==> config.mk <==
export PLATFORM = sky130hd
export DESIGN_NAME = pwm_fault_limit_blanking
export DESIGN_NICKNAME = d
export VERILOG_FILES = /design/src/inc/pwm_fault_limit_blanking_pkg.sv /design/src/rtl/blank_delay_counter.sv /design/src/rtl/pwm_fault_limit_blanking.sv
export VERILOG_INCLUDE_DIRS = /design/src /design/src/inc
export SDC_FILE = /design/constraint.sdc
export NUM_CORES = 1
export LEC_CHECK = 0
export BUFFER_PORTS_ARGS = -buffer_cell sky130_fd_sc_hd__buf_4
export CAP_MARGIN = 15
export CORE_ASPECT_RATIO = 1.75
export CORE_MARGIN = 4
export CORE_UTILIZATION = 25
export DETAILED_ROUTE_END_ITERATION = 16
export HOLD_SLACK_MARGIN = 0.1
export PLACE_DENSITY = 0.56
export SKIP_CTS_REPAIR_TIMING = 1
export SYNTH_ARGS = -nofsm -noshare
export SYNTH_HDL_FRONTEND = slang
export SYNTH_HIERARCHICAL = 1
export SYNTH_SLANG_ARGS = --single-unit
==> constraint.sdc <==
create_clock -name clock -period 2.3 [get_ports clock]
set_input_delay 0.23 -clock clock [delete_from_list [all_inputs] [get_ports clock]]
set_output_delay 0.23 -clock clock [all_outputs]
set_load 0.005 [all_outputs]
==> src/inc/pwm_fault_limit_blanking_cfg.svh <==
// constants and register map of the pwm fault / current-limit blanking front end
`ifndef PWM_FAULT_LIMIT_BLANKING_CFG_SVH
`define PWM_FAULT_LIMIT_BLANKING_CFG_SVH

`define ADDR_FAULT_LIMIT  8'h00
`define ADDR_EDGE_BLANK   8'h04
`define ADDR_BLANK_DELAY  8'h08
`define ADDR_AUX          8'h0C
`define ADDR_OUT_LEVELS   8'h10
`define ADDR_STATUS       8'h14
`define ADDR_UNLOCK       8'h18

`define UNLOCK_KEY1       16'hAA55
`define UNLOCK_KEY2       16'h55AA

`define FCL_RESET         16'h00F8
`define FCL_WMASK         16'h7FFF
`define LEB_WMASK         16'hFC3F
`define DLY_WMASK         16'h0FFF
`define AUX_WMASK         16'h0F00
`define LVL_WMASK         16'h000F

`define FCL_LIM_SRC_HI    14
`define FCL_LIM_SRC_LO    10
`define FCL_LIM_POL       9
`define FCL_LIM_EN        8
`define FCL_TRIP_SRC_HI   7
`define FCL_TRIP_SRC_LO   3
`define FCL_TRIP_POL      2
`define FCL_TRIP_MODE_HI  1
`define FCL_TRIP_MODE_LO  0

`define LEB_HI_RISE       15
`define LEB_HI_FALL       14
`define LEB_LO_RISE       13
`define LEB_LO_FALL       12
`define LEB_TRIP_EN       11
`define LEB_LIMIT_EN      10
`define LEB_SEL_HIGH      5
`define LEB_SEL_LOW       4
`define LEB_HI_HIGH       3
`define LEB_HI_LOW        2
`define LEB_LO_HIGH       1
`define LEB_LO_LOW        0

`define AUX_SEL_HI        11
`define AUX_SEL_LO        8
`define LVL_TRIP_HI       3
`define LVL_TRIP_LO       2
`define LVL_LIMIT_HI      1
`define LVL_LIMIT_LO      0
`define STAT_CLEAR_LATCH  0

`define SRC_FAULT_LAST    5'h07
`define SRC_COMP_FIRST    5'h08
`define SRC_COMP_LAST     5'h0C
`define SRC_FAULT32       5'h1F
`define BLANK_SEL_NONE    4'h0
`define BLANK_SEL_LAST    4'h3
`define DELAY_W           12

`endif

==> src/inc/pwm_fault_limit_blanking_pkg.sv <==
// types shared by the pwm fault / current-limit blanking front end
package pwm_fault_limit_blanking_pkg;

    typedef enum logic [1:0]
    {
        TRIP_LATCHED = 2'b00,
        TRIP_CYCLE   = 2'b01,
        TRIP_RSVD    = 2'b10,
        TRIP_OFF     = 2'b11
    } trip_mode_t;

    typedef enum logic [1:0]
    {
        UNLOCK_IDLE = 2'b00,
        UNLOCK_HALF = 2'b01,
        UNLOCK_OPEN = 2'b10
    } unlock_t;

endpackage

==> src/rtl/blank_delay_counter.sv <==
// leading-edge blanking down counter, restarted by a trigger pulse
`timescale 1ns/100ps
`default_nettype none
`include "pwm_fault_limit_blanking_cfg.svh"

module blank_delay_counter
(
    input  wire logic                clock,
    input  wire logic                arst_n,
    input  wire logic                restart,
    input  wire logic [`DELAY_W-1:0] delay,
    output logic                     busy
);

    logic [`DELAY_W-1:0] count_reg;

    always_ff @(posedge clock or negedge arst_n)
    begin
        if (!arst_n)
            count_reg <= '0;
        else if (restart)
            count_reg <= delay;
        else if (count_reg != '0)
            count_reg <= count_reg - 1'b1;
    end

    // a zero delay gives no blanking at all
    assign busy = (count_reg != '0);

endmodule
`default_nettype wire

==> src/rtl/pwm_fault_limit_blanking.sv <==
// fault and current-limit selection, blanking and output forcing for one pwm generator
//
// Implementation choices: the register addresses and the APB slave port.
`timescale 1ns/100ps
`default_nettype none
`include "pwm_fault_limit_blanking_cfg.svh"

module pwm_fault_limit_blanking
(
    input  wire logic        clock,
    input  wire logic        arst_n,
    // apb slave
    input  wire logic [7:0]  paddr,
    input  wire logic        psel,
    input  wire logic        penable,
    input  wire logic        pwrite,
    input  wire logic [31:0] pwdata,
    output logic [31:0]      prdata,
    output logic             pready,
    output logic             pslverr,
    // device configuration and generator context
    input  wire logic        pwm_write_lock,
    input  wire logic        pwm_module_on,
    input  wire logic        pwm_cycle_start,
    input  wire logic        pwm_gen_hi,
    input  wire logic        pwm_gen_lo,
    input  wire logic [2:0]  blank_src_hi,
    // protection sources
    input  wire logic [7:0]  fault_in,
    input  wire logic        fault32_in,
    input  wire logic [4:0]  comp_in,
    // protected outputs
    output logic             pwm_out_hi,
    output logic             pwm_out_lo,
    output logic             trip_active,
    output logic             limit_active
);

    logic [15:0]                          fault_limit_control_reg;
    logic [15:0]                          edge_blanking_control_reg;
    logic [15:0]                          blank_delay_reg;
    logic [15:0]                          aux_control_reg;
    logic [15:0]                          out_levels_reg;
    logic [31:0]                          prdata_reg;
    logic                                 trip_latch_reg;
    logic                                 trip_cycle_reg;
    logic                                 limit_cycle_reg;
    logic                                 pwm_out_hi_reg;
    logic                                 pwm_out_lo_reg;
    logic                                 gen_hi_prev_reg;
    logic                                 gen_lo_prev_reg;
    pwm_fault_limit_blanking_pkg::unlock_t unlock_reg;
    pwm_fault_limit_blanking_pkg::unlock_t unlock_next;
    pwm_fault_limit_blanking_pkg::trip_mode_t trip_mode;

    logic        setup_phase;
    logic        access_phase;
    logic        wr_access;
    logic        addr_mapped;
    logic        fcl_locked;
    logic        fcl_write;
    logic        unlock_write;
    logic [15:0] wdata16;
    logic [15:0] rdata_sel;
    logic [15:0] status_word;

    logic [4:0]  limit_src;
    logic [4:0]  trip_src;
    logic        limit_raw;
    logic        trip_raw;
    logic        limit_pol;
    logic        trip_pol;
    logic        limit_asserted;
    logic        trip_asserted;
    logic        leb_restart;
    logic        leb_busy;
    logic        blank_signal;
    logic        state_blank;
    logic        limit_qual;
    logic        trip_qual;
    logic        trip_force;
    logic        limit_force;
    logic        latch_clear;

    // apb slave
    assign setup_phase  = psel && !penable;
    assign access_phase = psel && penable;
    assign wr_access    = access_phase && pwrite;
    assign wdata16      = pwdata[15:0];
    // every access completes in its first access cycle
    assign pready       = 1'b1;

    always_comb
    begin
        unique case (paddr)
            `ADDR_FAULT_LIMIT,
            `ADDR_EDGE_BLANK,
            `ADDR_BLANK_DELAY,
            `ADDR_AUX,
            `ADDR_OUT_LEVELS,
            `ADDR_STATUS,
            `ADDR_UNLOCK:     addr_mapped = 1'b1;
            default:          addr_mapped = 1'b0;
        endcase
    end

    assign fcl_locked   = pwm_write_lock
                          && (unlock_reg != pwm_fault_limit_blanking_pkg::UNLOCK_OPEN);
    assign fcl_write    = wr_access && (paddr == `ADDR_FAULT_LIMIT) && !fcl_locked;
    assign unlock_write = wr_access && (paddr == `ADDR_UNLOCK);
    assign pslverr      = access_phase
                          && (!addr_mapped
                              || (pwrite && (paddr == `ADDR_FAULT_LIMIT) && fcl_locked));

    always_comb
    begin
        unlock_next = unlock_reg;
        unique case (unlock_reg)
            pwm_fault_limit_blanking_pkg::UNLOCK_IDLE:
            begin
                if (unlock_write && wdata16 == `UNLOCK_KEY1)
                    unlock_next = pwm_fault_limit_blanking_pkg::UNLOCK_HALF;
            end
            pwm_fault_limit_blanking_pkg::UNLOCK_HALF:
            begin
                if (unlock_write && wdata16 == `UNLOCK_KEY2)
                    unlock_next = pwm_fault_limit_blanking_pkg::UNLOCK_OPEN;
                else if (wr_access)
                    unlock_next = pwm_fault_limit_blanking_pkg::UNLOCK_IDLE;
            end
            pwm_fault_limit_blanking_pkg::UNLOCK_OPEN:
            begin
                // any write spends the unlock, so each write needs a fresh sequence
                if (wr_access)
                    unlock_next = pwm_fault_limit_blanking_pkg::UNLOCK_IDLE;
            end
            default:
                unlock_next = pwm_fault_limit_blanking_pkg::UNLOCK_IDLE;
        endcase
    end

    always_ff @(posedge clock or negedge arst_n)
    begin
        if (!arst_n)
            unlock_reg <= pwm_fault_limit_blanking_pkg::UNLOCK_IDLE;
        else
            unlock_reg <= unlock_next;
    end

    always_ff @(posedge clock or negedge arst_n)
    begin
        if (!arst_n)
        begin
            fault_limit_control_reg   <= `FCL_RESET;
            edge_blanking_control_reg <= '0;
            blank_delay_reg           <= '0;
            aux_control_reg           <= '0;
            out_levels_reg            <= '0;
        end
        else
        begin
            if (fcl_write)
                fault_limit_control_reg <= wdata16 & `FCL_WMASK;
            if (wr_access && paddr == `ADDR_EDGE_BLANK)
                edge_blanking_control_reg <= wdata16 & `LEB_WMASK;
            if (wr_access && paddr == `ADDR_BLANK_DELAY)
                blank_delay_reg <= wdata16 & `DLY_WMASK;
            if (wr_access && paddr == `ADDR_AUX)
                aux_control_reg <= wdata16 & `AUX_WMASK;
            if (wr_access && paddr == `ADDR_OUT_LEVELS)
                out_levels_reg <= wdata16 & `LVL_WMASK;
        end
    end

    assign status_word = {10'h000,
                          unlock_reg == pwm_fault_limit_blanking_pkg::UNLOCK_OPEN,
                          state_blank,
                          leb_busy,
                          limit_force,
                          trip_force,
                          trip_latch_reg};

    always_comb
    begin
        unique case (paddr)
            `ADDR_FAULT_LIMIT: rdata_sel = fault_limit_control_reg;
            `ADDR_EDGE_BLANK:  rdata_sel = edge_blanking_control_reg;
            `ADDR_BLANK_DELAY: rdata_sel = blank_delay_reg;
            `ADDR_AUX:         rdata_sel = aux_control_reg;
            `ADDR_OUT_LEVELS:  rdata_sel = out_levels_reg;
            `ADDR_STATUS:      rdata_sel = status_word;
            default:           rdata_sel = 16'h0000;
        endcase
    end

    // read data is captured in the setup cycle so prdata comes from a flop
    always_ff @(posedge clock or negedge arst_n)
    begin
        if (!arst_n)
            prdata_reg <= '0;
        else if (setup_phase && !pwrite)
            prdata_reg <= {16'h0000, rdata_sel};
    end

    assign prdata = prdata_reg;

    // source select
    assign limit_src = fault_limit_control_reg[`FCL_LIM_SRC_HI:`FCL_LIM_SRC_LO];
    assign trip_src  = fault_limit_control_reg[`FCL_TRIP_SRC_HI:`FCL_TRIP_SRC_LO];
    assign limit_pol = fault_limit_control_reg[`FCL_LIM_POL];
    assign trip_pol  = fault_limit_control_reg[`FCL_TRIP_POL];
    assign trip_mode = pwm_fault_limit_blanking_pkg::trip_mode_t'(
                       fault_limit_control_reg[`FCL_TRIP_MODE_HI:`FCL_TRIP_MODE_LO]);

    function automatic logic pick_source(input logic [4:0] code,
                                         input logic [7:0] faults,
                                         input logic [4:0] comps,
                                         input logic       fault32);
        logic [4:0] comp_idx;
        comp_idx = code - `SRC_COMP_FIRST;
        if (code <= `SRC_FAULT_LAST)
            pick_source = faults[code[2:0]];
        else if (code <= `SRC_COMP_LAST)
            pick_source = comps[comp_idx[2:0]];
        else if (code == `SRC_FAULT32)
            pick_source = fault32;
        else
            pick_source = 1'b0;
    endfunction

    assign limit_raw = pick_source(limit_src, fault_in, comp_in, fault32_in);
    assign trip_raw  = pick_source(trip_src, fault_in, comp_in, fault32_in);

    assign limit_asserted = limit_raw ^ limit_pol;
    assign trip_asserted  = trip_raw ^ trip_pol;

    // blanking
    always_ff @(posedge clock or negedge arst_n)
    begin
        if (!arst_n)
        begin
            gen_hi_prev_reg <= 1'b0;
            gen_lo_prev_reg <= 1'b0;
        end
        else
        begin
            gen_hi_prev_reg <= pwm_gen_hi;
            gen_lo_prev_reg <= pwm_gen_lo;
        end
    end

    assign leb_restart =
        (edge_blanking_control_reg[`LEB_HI_RISE] && pwm_gen_hi && !gen_hi_prev_reg)
        || (edge_blanking_control_reg[`LEB_HI_FALL] && !pwm_gen_hi && gen_hi_prev_reg)
        || (edge_blanking_control_reg[`LEB_LO_RISE] && pwm_gen_lo && !gen_lo_prev_reg)
        || (edge_blanking_control_reg[`LEB_LO_FALL] && !pwm_gen_lo && gen_lo_prev_reg);

    blank_delay_counter blank_delay_counter_i
    (
        .clock   (clock),
        .arst_n  (arst_n),
        .restart (leb_restart),
        .delay   (blank_delay_reg[`DELAY_W-1:0]),
        .busy    (leb_busy)
    );

    always_comb
    begin
        blank_signal = 1'b0;
        if (aux_control_reg[`AUX_SEL_HI:`AUX_SEL_LO] != `BLANK_SEL_NONE
            && aux_control_reg[`AUX_SEL_HI:`AUX_SEL_LO] <= `BLANK_SEL_LAST)
            blank_signal = blank_src_hi[aux_control_reg[`AUX_SEL_LO+1:`AUX_SEL_LO] - 2'b01];
    end

    assign state_blank =
        (edge_blanking_control_reg[`LEB_SEL_HIGH] && blank_signal)
        || (edge_blanking_control_reg[`LEB_SEL_LOW] && !blank_signal
            && aux_control_reg[`AUX_SEL_HI:`AUX_SEL_LO] != `BLANK_SEL_NONE)
        || (edge_blanking_control_reg[`LEB_HI_HIGH] && pwm_gen_hi)
        || (edge_blanking_control_reg[`LEB_HI_LOW] && !pwm_gen_hi)
        || (edge_blanking_control_reg[`LEB_LO_HIGH] && pwm_gen_lo)
        || (edge_blanking_control_reg[`LEB_LO_LOW] && !pwm_gen_lo);

    assign limit_qual = limit_asserted && !state_blank
                        && !(edge_blanking_control_reg[`LEB_LIMIT_EN] && leb_busy);
    assign trip_qual  = trip_asserted && !state_blank
                        && !(edge_blanking_control_reg[`LEB_TRIP_EN] && leb_busy);

    // trip and limit forcing
    assign latch_clear = wr_access && (paddr == `ADDR_STATUS)
                         && wdata16[`STAT_CLEAR_LATCH];

    // latched trip, new trip beats clear
    always_ff @(posedge clock or negedge arst_n)
    begin
        if (!arst_n)
            trip_latch_reg <= 1'b0;
        else if (trip_qual && trip_mode == pwm_fault_limit_blanking_pkg::TRIP_LATCHED)
            trip_latch_reg <= 1'b1;
        else if (latch_clear
                 || trip_mode != pwm_fault_limit_blanking_pkg::TRIP_LATCHED)
            trip_latch_reg <= 1'b0;
    end

    always_ff @(posedge clock or negedge arst_n)
    begin
        if (!arst_n)
            trip_cycle_reg <= 1'b0;
        else if (trip_qual && trip_mode == pwm_fault_limit_blanking_pkg::TRIP_CYCLE)
            trip_cycle_reg <= 1'b1;
        else if (pwm_cycle_start
                 || trip_mode != pwm_fault_limit_blanking_pkg::TRIP_CYCLE)
            trip_cycle_reg <= 1'b0;
    end

    // limit only when enabled; released at cycle boundary
    always_ff @(posedge clock or negedge arst_n)
    begin
        if (!arst_n)
            limit_cycle_reg <= 1'b0;
        else if (limit_qual && fault_limit_control_reg[`FCL_LIM_EN])
            limit_cycle_reg <= 1'b1;
        else if (pwm_cycle_start || !fault_limit_control_reg[`FCL_LIM_EN])
            limit_cycle_reg <= 1'b0;
    end

    // off and reserved modes never force
    always_comb
    begin
        unique case (trip_mode)
            pwm_fault_limit_blanking_pkg::TRIP_LATCHED:
                trip_force = trip_latch_reg || trip_qual;
            pwm_fault_limit_blanking_pkg::TRIP_CYCLE:
                trip_force = trip_cycle_reg || trip_qual;
            pwm_fault_limit_blanking_pkg::TRIP_RSVD:
                trip_force = 1'b0;
            pwm_fault_limit_blanking_pkg::TRIP_OFF:
                trip_force = 1'b0;
        endcase
    end

    assign limit_force = fault_limit_control_reg[`FCL_LIM_EN]
                         && (limit_cycle_reg || limit_qual);

    always_ff @(posedge clock or negedge arst_n)
    begin
        if (!arst_n)
        begin
            pwm_out_hi_reg <= 1'b0;
            pwm_out_lo_reg <= 1'b0;
        end
        else if (trip_force)
        begin
            pwm_out_hi_reg <= out_levels_reg[`LVL_TRIP_HI];
            pwm_out_lo_reg <= out_levels_reg[`LVL_TRIP_LO];
        end
        else if (limit_force)
        begin
            pwm_out_hi_reg <= out_levels_reg[`LVL_LIMIT_HI];
            pwm_out_lo_reg <= out_levels_reg[`LVL_LIMIT_LO];
        end
        else
        begin
            // module off means the generator drives nothing active
            pwm_out_hi_reg <= pwm_gen_hi && pwm_module_on;
            pwm_out_lo_reg <= pwm_gen_lo && pwm_module_on;
        end
    end

    assign pwm_out_hi   = pwm_out_hi_reg;
    assign pwm_out_lo   = pwm_out_lo_reg;
    assign trip_active  = trip_force;
    assign limit_active = limit_force;

endmodule
`default_nettype wire

* Yosys cells after proc, flatten, opt, wreduce, memory -nomap -nowiden
Index checks and enable logic that the tools add are counted.
Word-level totals: register bits 84, output and inout port bits 38, logic and storage cells 172, bits of input ports 67
Cells by class: muxes and demuxes 36, reduce and logical (&&, ||, !) cells 87, magnitude comparators 10, add/sub/neg operators 4, equal/unequal tests 18, bitwise logic cells 2
Operator list (count):
- case mux 16 bit (6 select lines) | 1
- logical AND 1 bit | 47
- == test 8 x 5 -> 1 bit, second input constant | 3
- 2-to-1 mux 12 bit | 2
- 2-to-1 mux 1 bit | 23
- == test 16 x 15 -> 1 bit, second input constant | 1
- == test 16 bit, second input constant | 1
- == test 8 x 4 -> 1 bit, second input constant | 2
- < comparator 3 x 4 -> 1 bit, second input constant | 4
- logical OR 1 bit | 15
- zero test 1 bit | 13
- binary-select mux 1 bit (select 3 bit) | 4
- nonzero test 12 bit | 1
- subtractor 12 x 1 -> 12 bit, second input constant | 1
- == test 5 bit, second input constant | 2
- <= comparator 5 x 3 -> 1 bit, second input constant | 2
- <= comparator 5 x 4 -> 1 bit, second input constant | 2
- nonzero test 2 bit | 5
- == test 8 x 3 -> 1 bit, second input constant | 1
- zero test 8 bit | 1
- OR reduction 7 bit | 1
- == test 2 bit, second input constant | 3
- 2-to-1 mux 2 bit | 3
- case mux 2 bit (3 select lines) | 1
- 13 further kinds | 18

* Depth between registers and ports, before layout
depth after elaboration 19, gate-level depth with buffers 12, gate-level depth less buffers 11

* Hierarchy
Netlist, hierarchy kept.
By module, submodules not included:
- pwm_fault_limit_blanking | instances 1, seq. area each 1808.0 um^2, area an instance 4146.5 um^2, cells each 371
- blank_delay_counter | instances 1, seq. area each 300.3 um^2, area an instance 720.7 um^2, cells each 72

* Worst setup path after synthesis
No wires, ideal clock.
path type reg-to-reg, start point register fault_limit_control_reg[3], end point register prdata_reg[1] (netlist: prdata[1]), setup time 75 ps, path buffers 1, data arrival time 2291 ps, clock period less this slack 2366 ps, data required time 2225 ps, cell stages (with the launch flop) 9, slack -66 ps, cell sequence dfstp_2 buf_6 mux4_2 a211oi_2 o21bai_1 a2111oi_4 a311oi_4 o31a_1 o21ai_2
Between the ends: word-level cells in the longest chain between the ends 11, elaborated cells between the ends (all ways) 18, those cells by class 1 x add/sub; 2 x order compare; 1 x eq/ne; 9 x mux; 1 x bitwise; 4 x reduce/logical
RTL lines:
- start, declared | RTL line pwm_fault_limit_blanking.sv:39 | logic [15:0] fault_limit_control_reg;
- start signal, assigned | RTL line pwm_fault_limit_blanking.sv:154 | fault_limit_control_reg <= `FCL_RESET;
- start signal, assigned | RTL line pwm_fault_limit_blanking.sv:163 | fault_limit_control_reg <= wdata16 & `FCL_WMASK;
- subtractor 3 x 1 -> 3 bit (no source line)
- binary-select mux 1 bit (select 3 bit) | RTL line pwm_fault_limit_blanking.sv:224 | pick_source = comps[comp_idx[2:0]];
- 2-to-1 mux 1 bit (implied by the code) | RTL line pwm_fault_limit_blanking.sv:224
- 2-to-1 mux 1 bit | RTL line pwm_fault_limit_blanking.sv:223 | else if (code <= `SRC_COMP_LAST)
- 2-to-1 mux 1 bit (*) | RTL line pwm_fault_limit_blanking.sv:221 | if (code <= `SRC_FAULT_LAST)
- XOR 1 bit (*) | RTL line pwm_fault_limit_blanking.sv:235 | assign trip_asserted = trip_raw ^ trip_pol;
- logical AND 1 bit (*) (2 in series) | RTL line pwm_fault_limit_blanking.sv:286 | assign trip_qual = trip_asserted && !state_blank
- logical OR 1 bit, on equally long branches | RTL line pwm_fault_limit_blanking.sv:334, pwm_fault_limit_blanking.sv:332
- case mux 1 bit (3 select lines) (*) | RTL line pwm_fault_limit_blanking.sv:330 | unique case (trip_mode)
- case mux 16 bit (6 select lines) (*) | RTL line pwm_fault_limit_blanking.sv:185 | unique case (paddr)
- end signal, assigned | RTL line pwm_fault_limit_blanking.sv:202 | prdata_reg <= {16'h0000, rdata_sel};
- end, declared | RTL line pwm_fault_limit_blanking.sv:44 | logic [31:0] prdata_reg;
Mark *: on every way between the ends. The rest lies on a longest branch, timed or not. The select of a mux whose other input is x is not followed. A chain may end at the register's enable or synchronous reset.

* Worst setup path in the final report
start point register fault_limit_control_reg[3], end point output port trip_active
Between the ends: word-level cells in the longest chain between the ends 10, elaborated cells between the ends (all ways) 17, those cells by class 1 x add/sub; 2 x order compare; 1 x eq/ne; 8 x mux; 1 x bitwise; 4 x reduce/logical
RTL lines:
- subtractor 3 x 1 -> 3 bit (no source line)
- binary-select mux 1 bit (select 3 bit) | RTL line pwm_fault_limit_blanking.sv:224
- 2-to-1 mux 1 bit (implied by the code) | RTL line pwm_fault_limit_blanking.sv:224
- 2-to-1 mux 1 bit | RTL line pwm_fault_limit_blanking.sv:223
- 2-to-1 mux 1 bit (*) | RTL line pwm_fault_limit_blanking.sv:221
- XOR 1 bit (*) | RTL line pwm_fault_limit_blanking.sv:235
- logical AND 1 bit (*) (2 in series) | RTL line pwm_fault_limit_blanking.sv:286
- logical OR 1 bit, on equally long branches | RTL line pwm_fault_limit_blanking.sv:334, pwm_fault_limit_blanking.sv:332
- case mux 1 bit (3 select lines) (*) | RTL line pwm_fault_limit_blanking.sv:330
- end, declared | RTL line pwm_fault_limit_blanking.sv:35 | output logic trip_active,
Marks and branches as above.

==> impl_metrics.tcl <==
set metrics [dict create \
    critical_path.cell_chain "mux2_4 > a311oi_2 > o311ai_2 > buf_4 > a2111oi_4 > a311oi_4 > inv_1 > buf_4" \
    relSlewSlack_pct 63.9 \
    htreeDepth 3 \
    skew_ns 0.00797 \
    ff2ff_setup_slack_ns -0.33 \
    die_w_um 113 \
    drtAntennaViolNets 0 \
    synth_cell_type_count 69 \
    final.setup.tns_ns -1.81 \
    cts.path.max_buffers 2 \
    r2r_cells 8 \
    insertion_delay_ns 0.35 \
    routedWlPerCell_um 19.8 \
    grt_pass1_wl_um 24200 \
    hold_violations 0 \
    final_nets 633 \
    grt_overflow 0 \
    grt_antenna_before_repair 0 \
    synth_xor_area_share_pct 1.62 \
    rsz0062_at_grt "true" \
    grt_pass1_vias 4295 \
    startpoint_type "flop" \
    cp-end-kind "primary output" \
    synth_top_family_by_area "multiplexers" \
    powerDensity_nw_per_um2 656 \
    synth_edf_count 0 \
    synth_compound_area_share_pct 11.8 \
    outcome "finished, violations left" \
    diodes 0 \
    core-area_um2 19100 \
    largest_reg_flops 16 \
    grt_max_degree 40 \
    track_usage_pct 14.6 \
    dr.pass1.iters 4 \
    clkTransAtPathRegs_ns 0.06 \
    synthSimpleGateAreaFrac_pct 17.0 \
    die_area_um2 21900 \
    synthCells 443 \
    cts_root_buf "clkbuf_16" \
    yosys.area_share.adder_pct 0.771 \
    ir_drop_v 0.000309 \
    cts_buffers 9 \
    whs_ns 0.167 \
    r2r_start "fault_limit_control_reg[3]" \
    routed-via-count 4055 \
    hold_path_end "fault_limit_control_reg[8]" \
    async_flop_share_pct 100 \
    hp-start "pwdata[8]" \
    row_count 67 \
    violations "setup timing" \
    timing.fmax_ghz 0.347 \
    via_per_inst 5.01 \
    crit_slowest_cell "dfstp_2" \
    first_iter_violations 167 \
    place.gp.congestion 0.884 \
    cp_max_fo 5 \
    timing.rr.end "prdata[1]" \
    boundaryPins 105 \
    synthMuxAreaShare_pct 19.7 \
    maxSlewViolCount 0 \
    synth_warnings 6 \
    worstPathRequired_ns 2.07 \
    layout-drive-gt1-share_pct 43.5 \
    finalCritPeriodShare_pct 125 \
    synth-seq-cells 84 \
    start_util_pct 25.5 \
    portBuffers 71 \
    arrival_ns 2.65 \
    clock_sinks 84 \
    hold_depth 2 \
    synth-seq-area-share_pct 43.3 \
    cts_tree "done" \
    drt_wl_total_um 16000 \
    maxCapViolations 0 \
    area_growth_pct 34.1 \
    fin_util_pct 34.1 \
    dp_hpwl_um 12600 \
    crit_type "reg2out" \
    min_period_ns 2.88 \
    power_leakage_uw 0.00294 \
    crit_top_cell "buf_4" \
    die_y_um 193 \
    syn_avg_cell_area_um2 11.0 \
    p_total_uw 4280 \
    cp_slowest_stage_delay_ns 0.59 \
    syn_area_um2 4870 \
    layout_setup_ws_ns -0.579 \
    tightest_slew_ns 0.542 \
    synth_ff_type "dfrtp_1" \
    setup_violations 7 \
    hold_path.class "in2reg" \
    drc 0 \
]
## where the power goes
part           internal (µW)  switching (µW)  total (µW)
sequential              1600             103        1700
combinational            499             440         939
clock                   1060             585        1640
## kinds of logic after synthesis
family | count (synthesis)
simple gates | 145
flops | 84
compound gates | 76
mux | 76
buf+inv | 48
xor+xnor | 9
fa+ha+maj | 3
other cells | 2
## layout make-up
type	instances	area, µm²
clock buffer	11	233
clock inverter	5	100
fill	1943	12600
inverter	12	47.5
multi-input combinational	326	2720
sequential	84	2110
tap	241	302
timing repair buffer	130	1010
## through the flow
step / setup WS (ns) / cell area, µm² / std cells
finish: -0.579 / 6530 / 809
global route: -0.660 / 6530 / 809
CTS: -0.797 / 6280 / 801
detailed placement: -0.426 / 5950 / 785
global placement: -0.405 / 5950 / 785
floorplan: -0.0560 / 4940 / 458
## placed cells by master (no fill, tap or decap), types with 6 or more instances in the layout
cell	n
mux2_4	12
clkbuf_16	9
xnor2_1	6
dfrtp_1	78
nor3_1	8
mux4_2	7
nand2_1	45
conb_1	17
nand2b_1	8
a21oi_1	10
o21ai_0	16
mux2i_1	17
mux2_2	40
a22o_1	9
nor2_1	16
nand3_1	15
buf_4	124
inv_1	9
## critical path: cells and delay by family, from the launching register on
kind	cells	cell delay, ns
AOI/OAI and AO/OA	4	1.01
DFF	1	0.59
buffers and inverters	3	0.39
muxes	1	0.31
## cell usage after synthesis (all sizes together) (3+ instances only)
master / instances / area [µm²]
nand2: 46 / 173
ha: 3 / 37.5
xor2: 3 / 26.3
nor4: 4 / 37.5
inv: 12 / 47.6
o31ai: 4 / 35.0
mux2i: 17 / 170
nor3: 10 / 66.3
nand2b: 8 / 50.1
mux2: 52 / 627
and3: 3 / 18.8
a31oi: 4 / 25.0
a211oi: 5 / 42.5
nor4bb: 3 / 30.0
and2: 3 / 20.0
a21oi: 13 / 65.1
buf: 25 / 189
clkbuf: 11 / 41.3
nor2: 18 / 67.6
or3: 5 / 31.3
dfstp: 5 / 131
a22o: 9 / 78.8
mux4: 7 / 161
nor4b: 5 / 50.0
o21ai: 21 / 109
nor2b: 5 / 31.3
nand3: 17 / 97.6
xnor2: 6 / 52.6
dfrtp: 79 / 1980
nand3b: 4 / 30.0
o31a: 5 / 43.8
## routing by layer
metal	vias to the layer above	GRT usage, %	wire length (µm)
li1	1833	-	-
met1	2044	14.4	5500
met2	134	27.4	8900
met3	44	2.10	650
met4	0	10.1	945
met5	-	0	0
## worst max-delay path by stage
stage / start / endpoint / slack (ns) / cells past startpoint
final: fault_limit_control_reg[3] / trip_active / -0.58 / 8
after global routing: fault_limit_control_reg[3] / trip_active / -0.66 / 8
after CTS: blank_delay_counter_i/count_reg[1] / limit_active / -0.80 / 10
after detailed placement: blank_delay_counter_i/count_reg[1] / limit_active / -0.43 / 10
after global placement: blank_delay_counter_i/count_reg[0] / limit_active / -0.41 / 10
after floorplan: fault_limit_control_reg[3] / prdata[1] / -0.06 / 8
No activity file was read; power rests on OpenSTA's default activity.
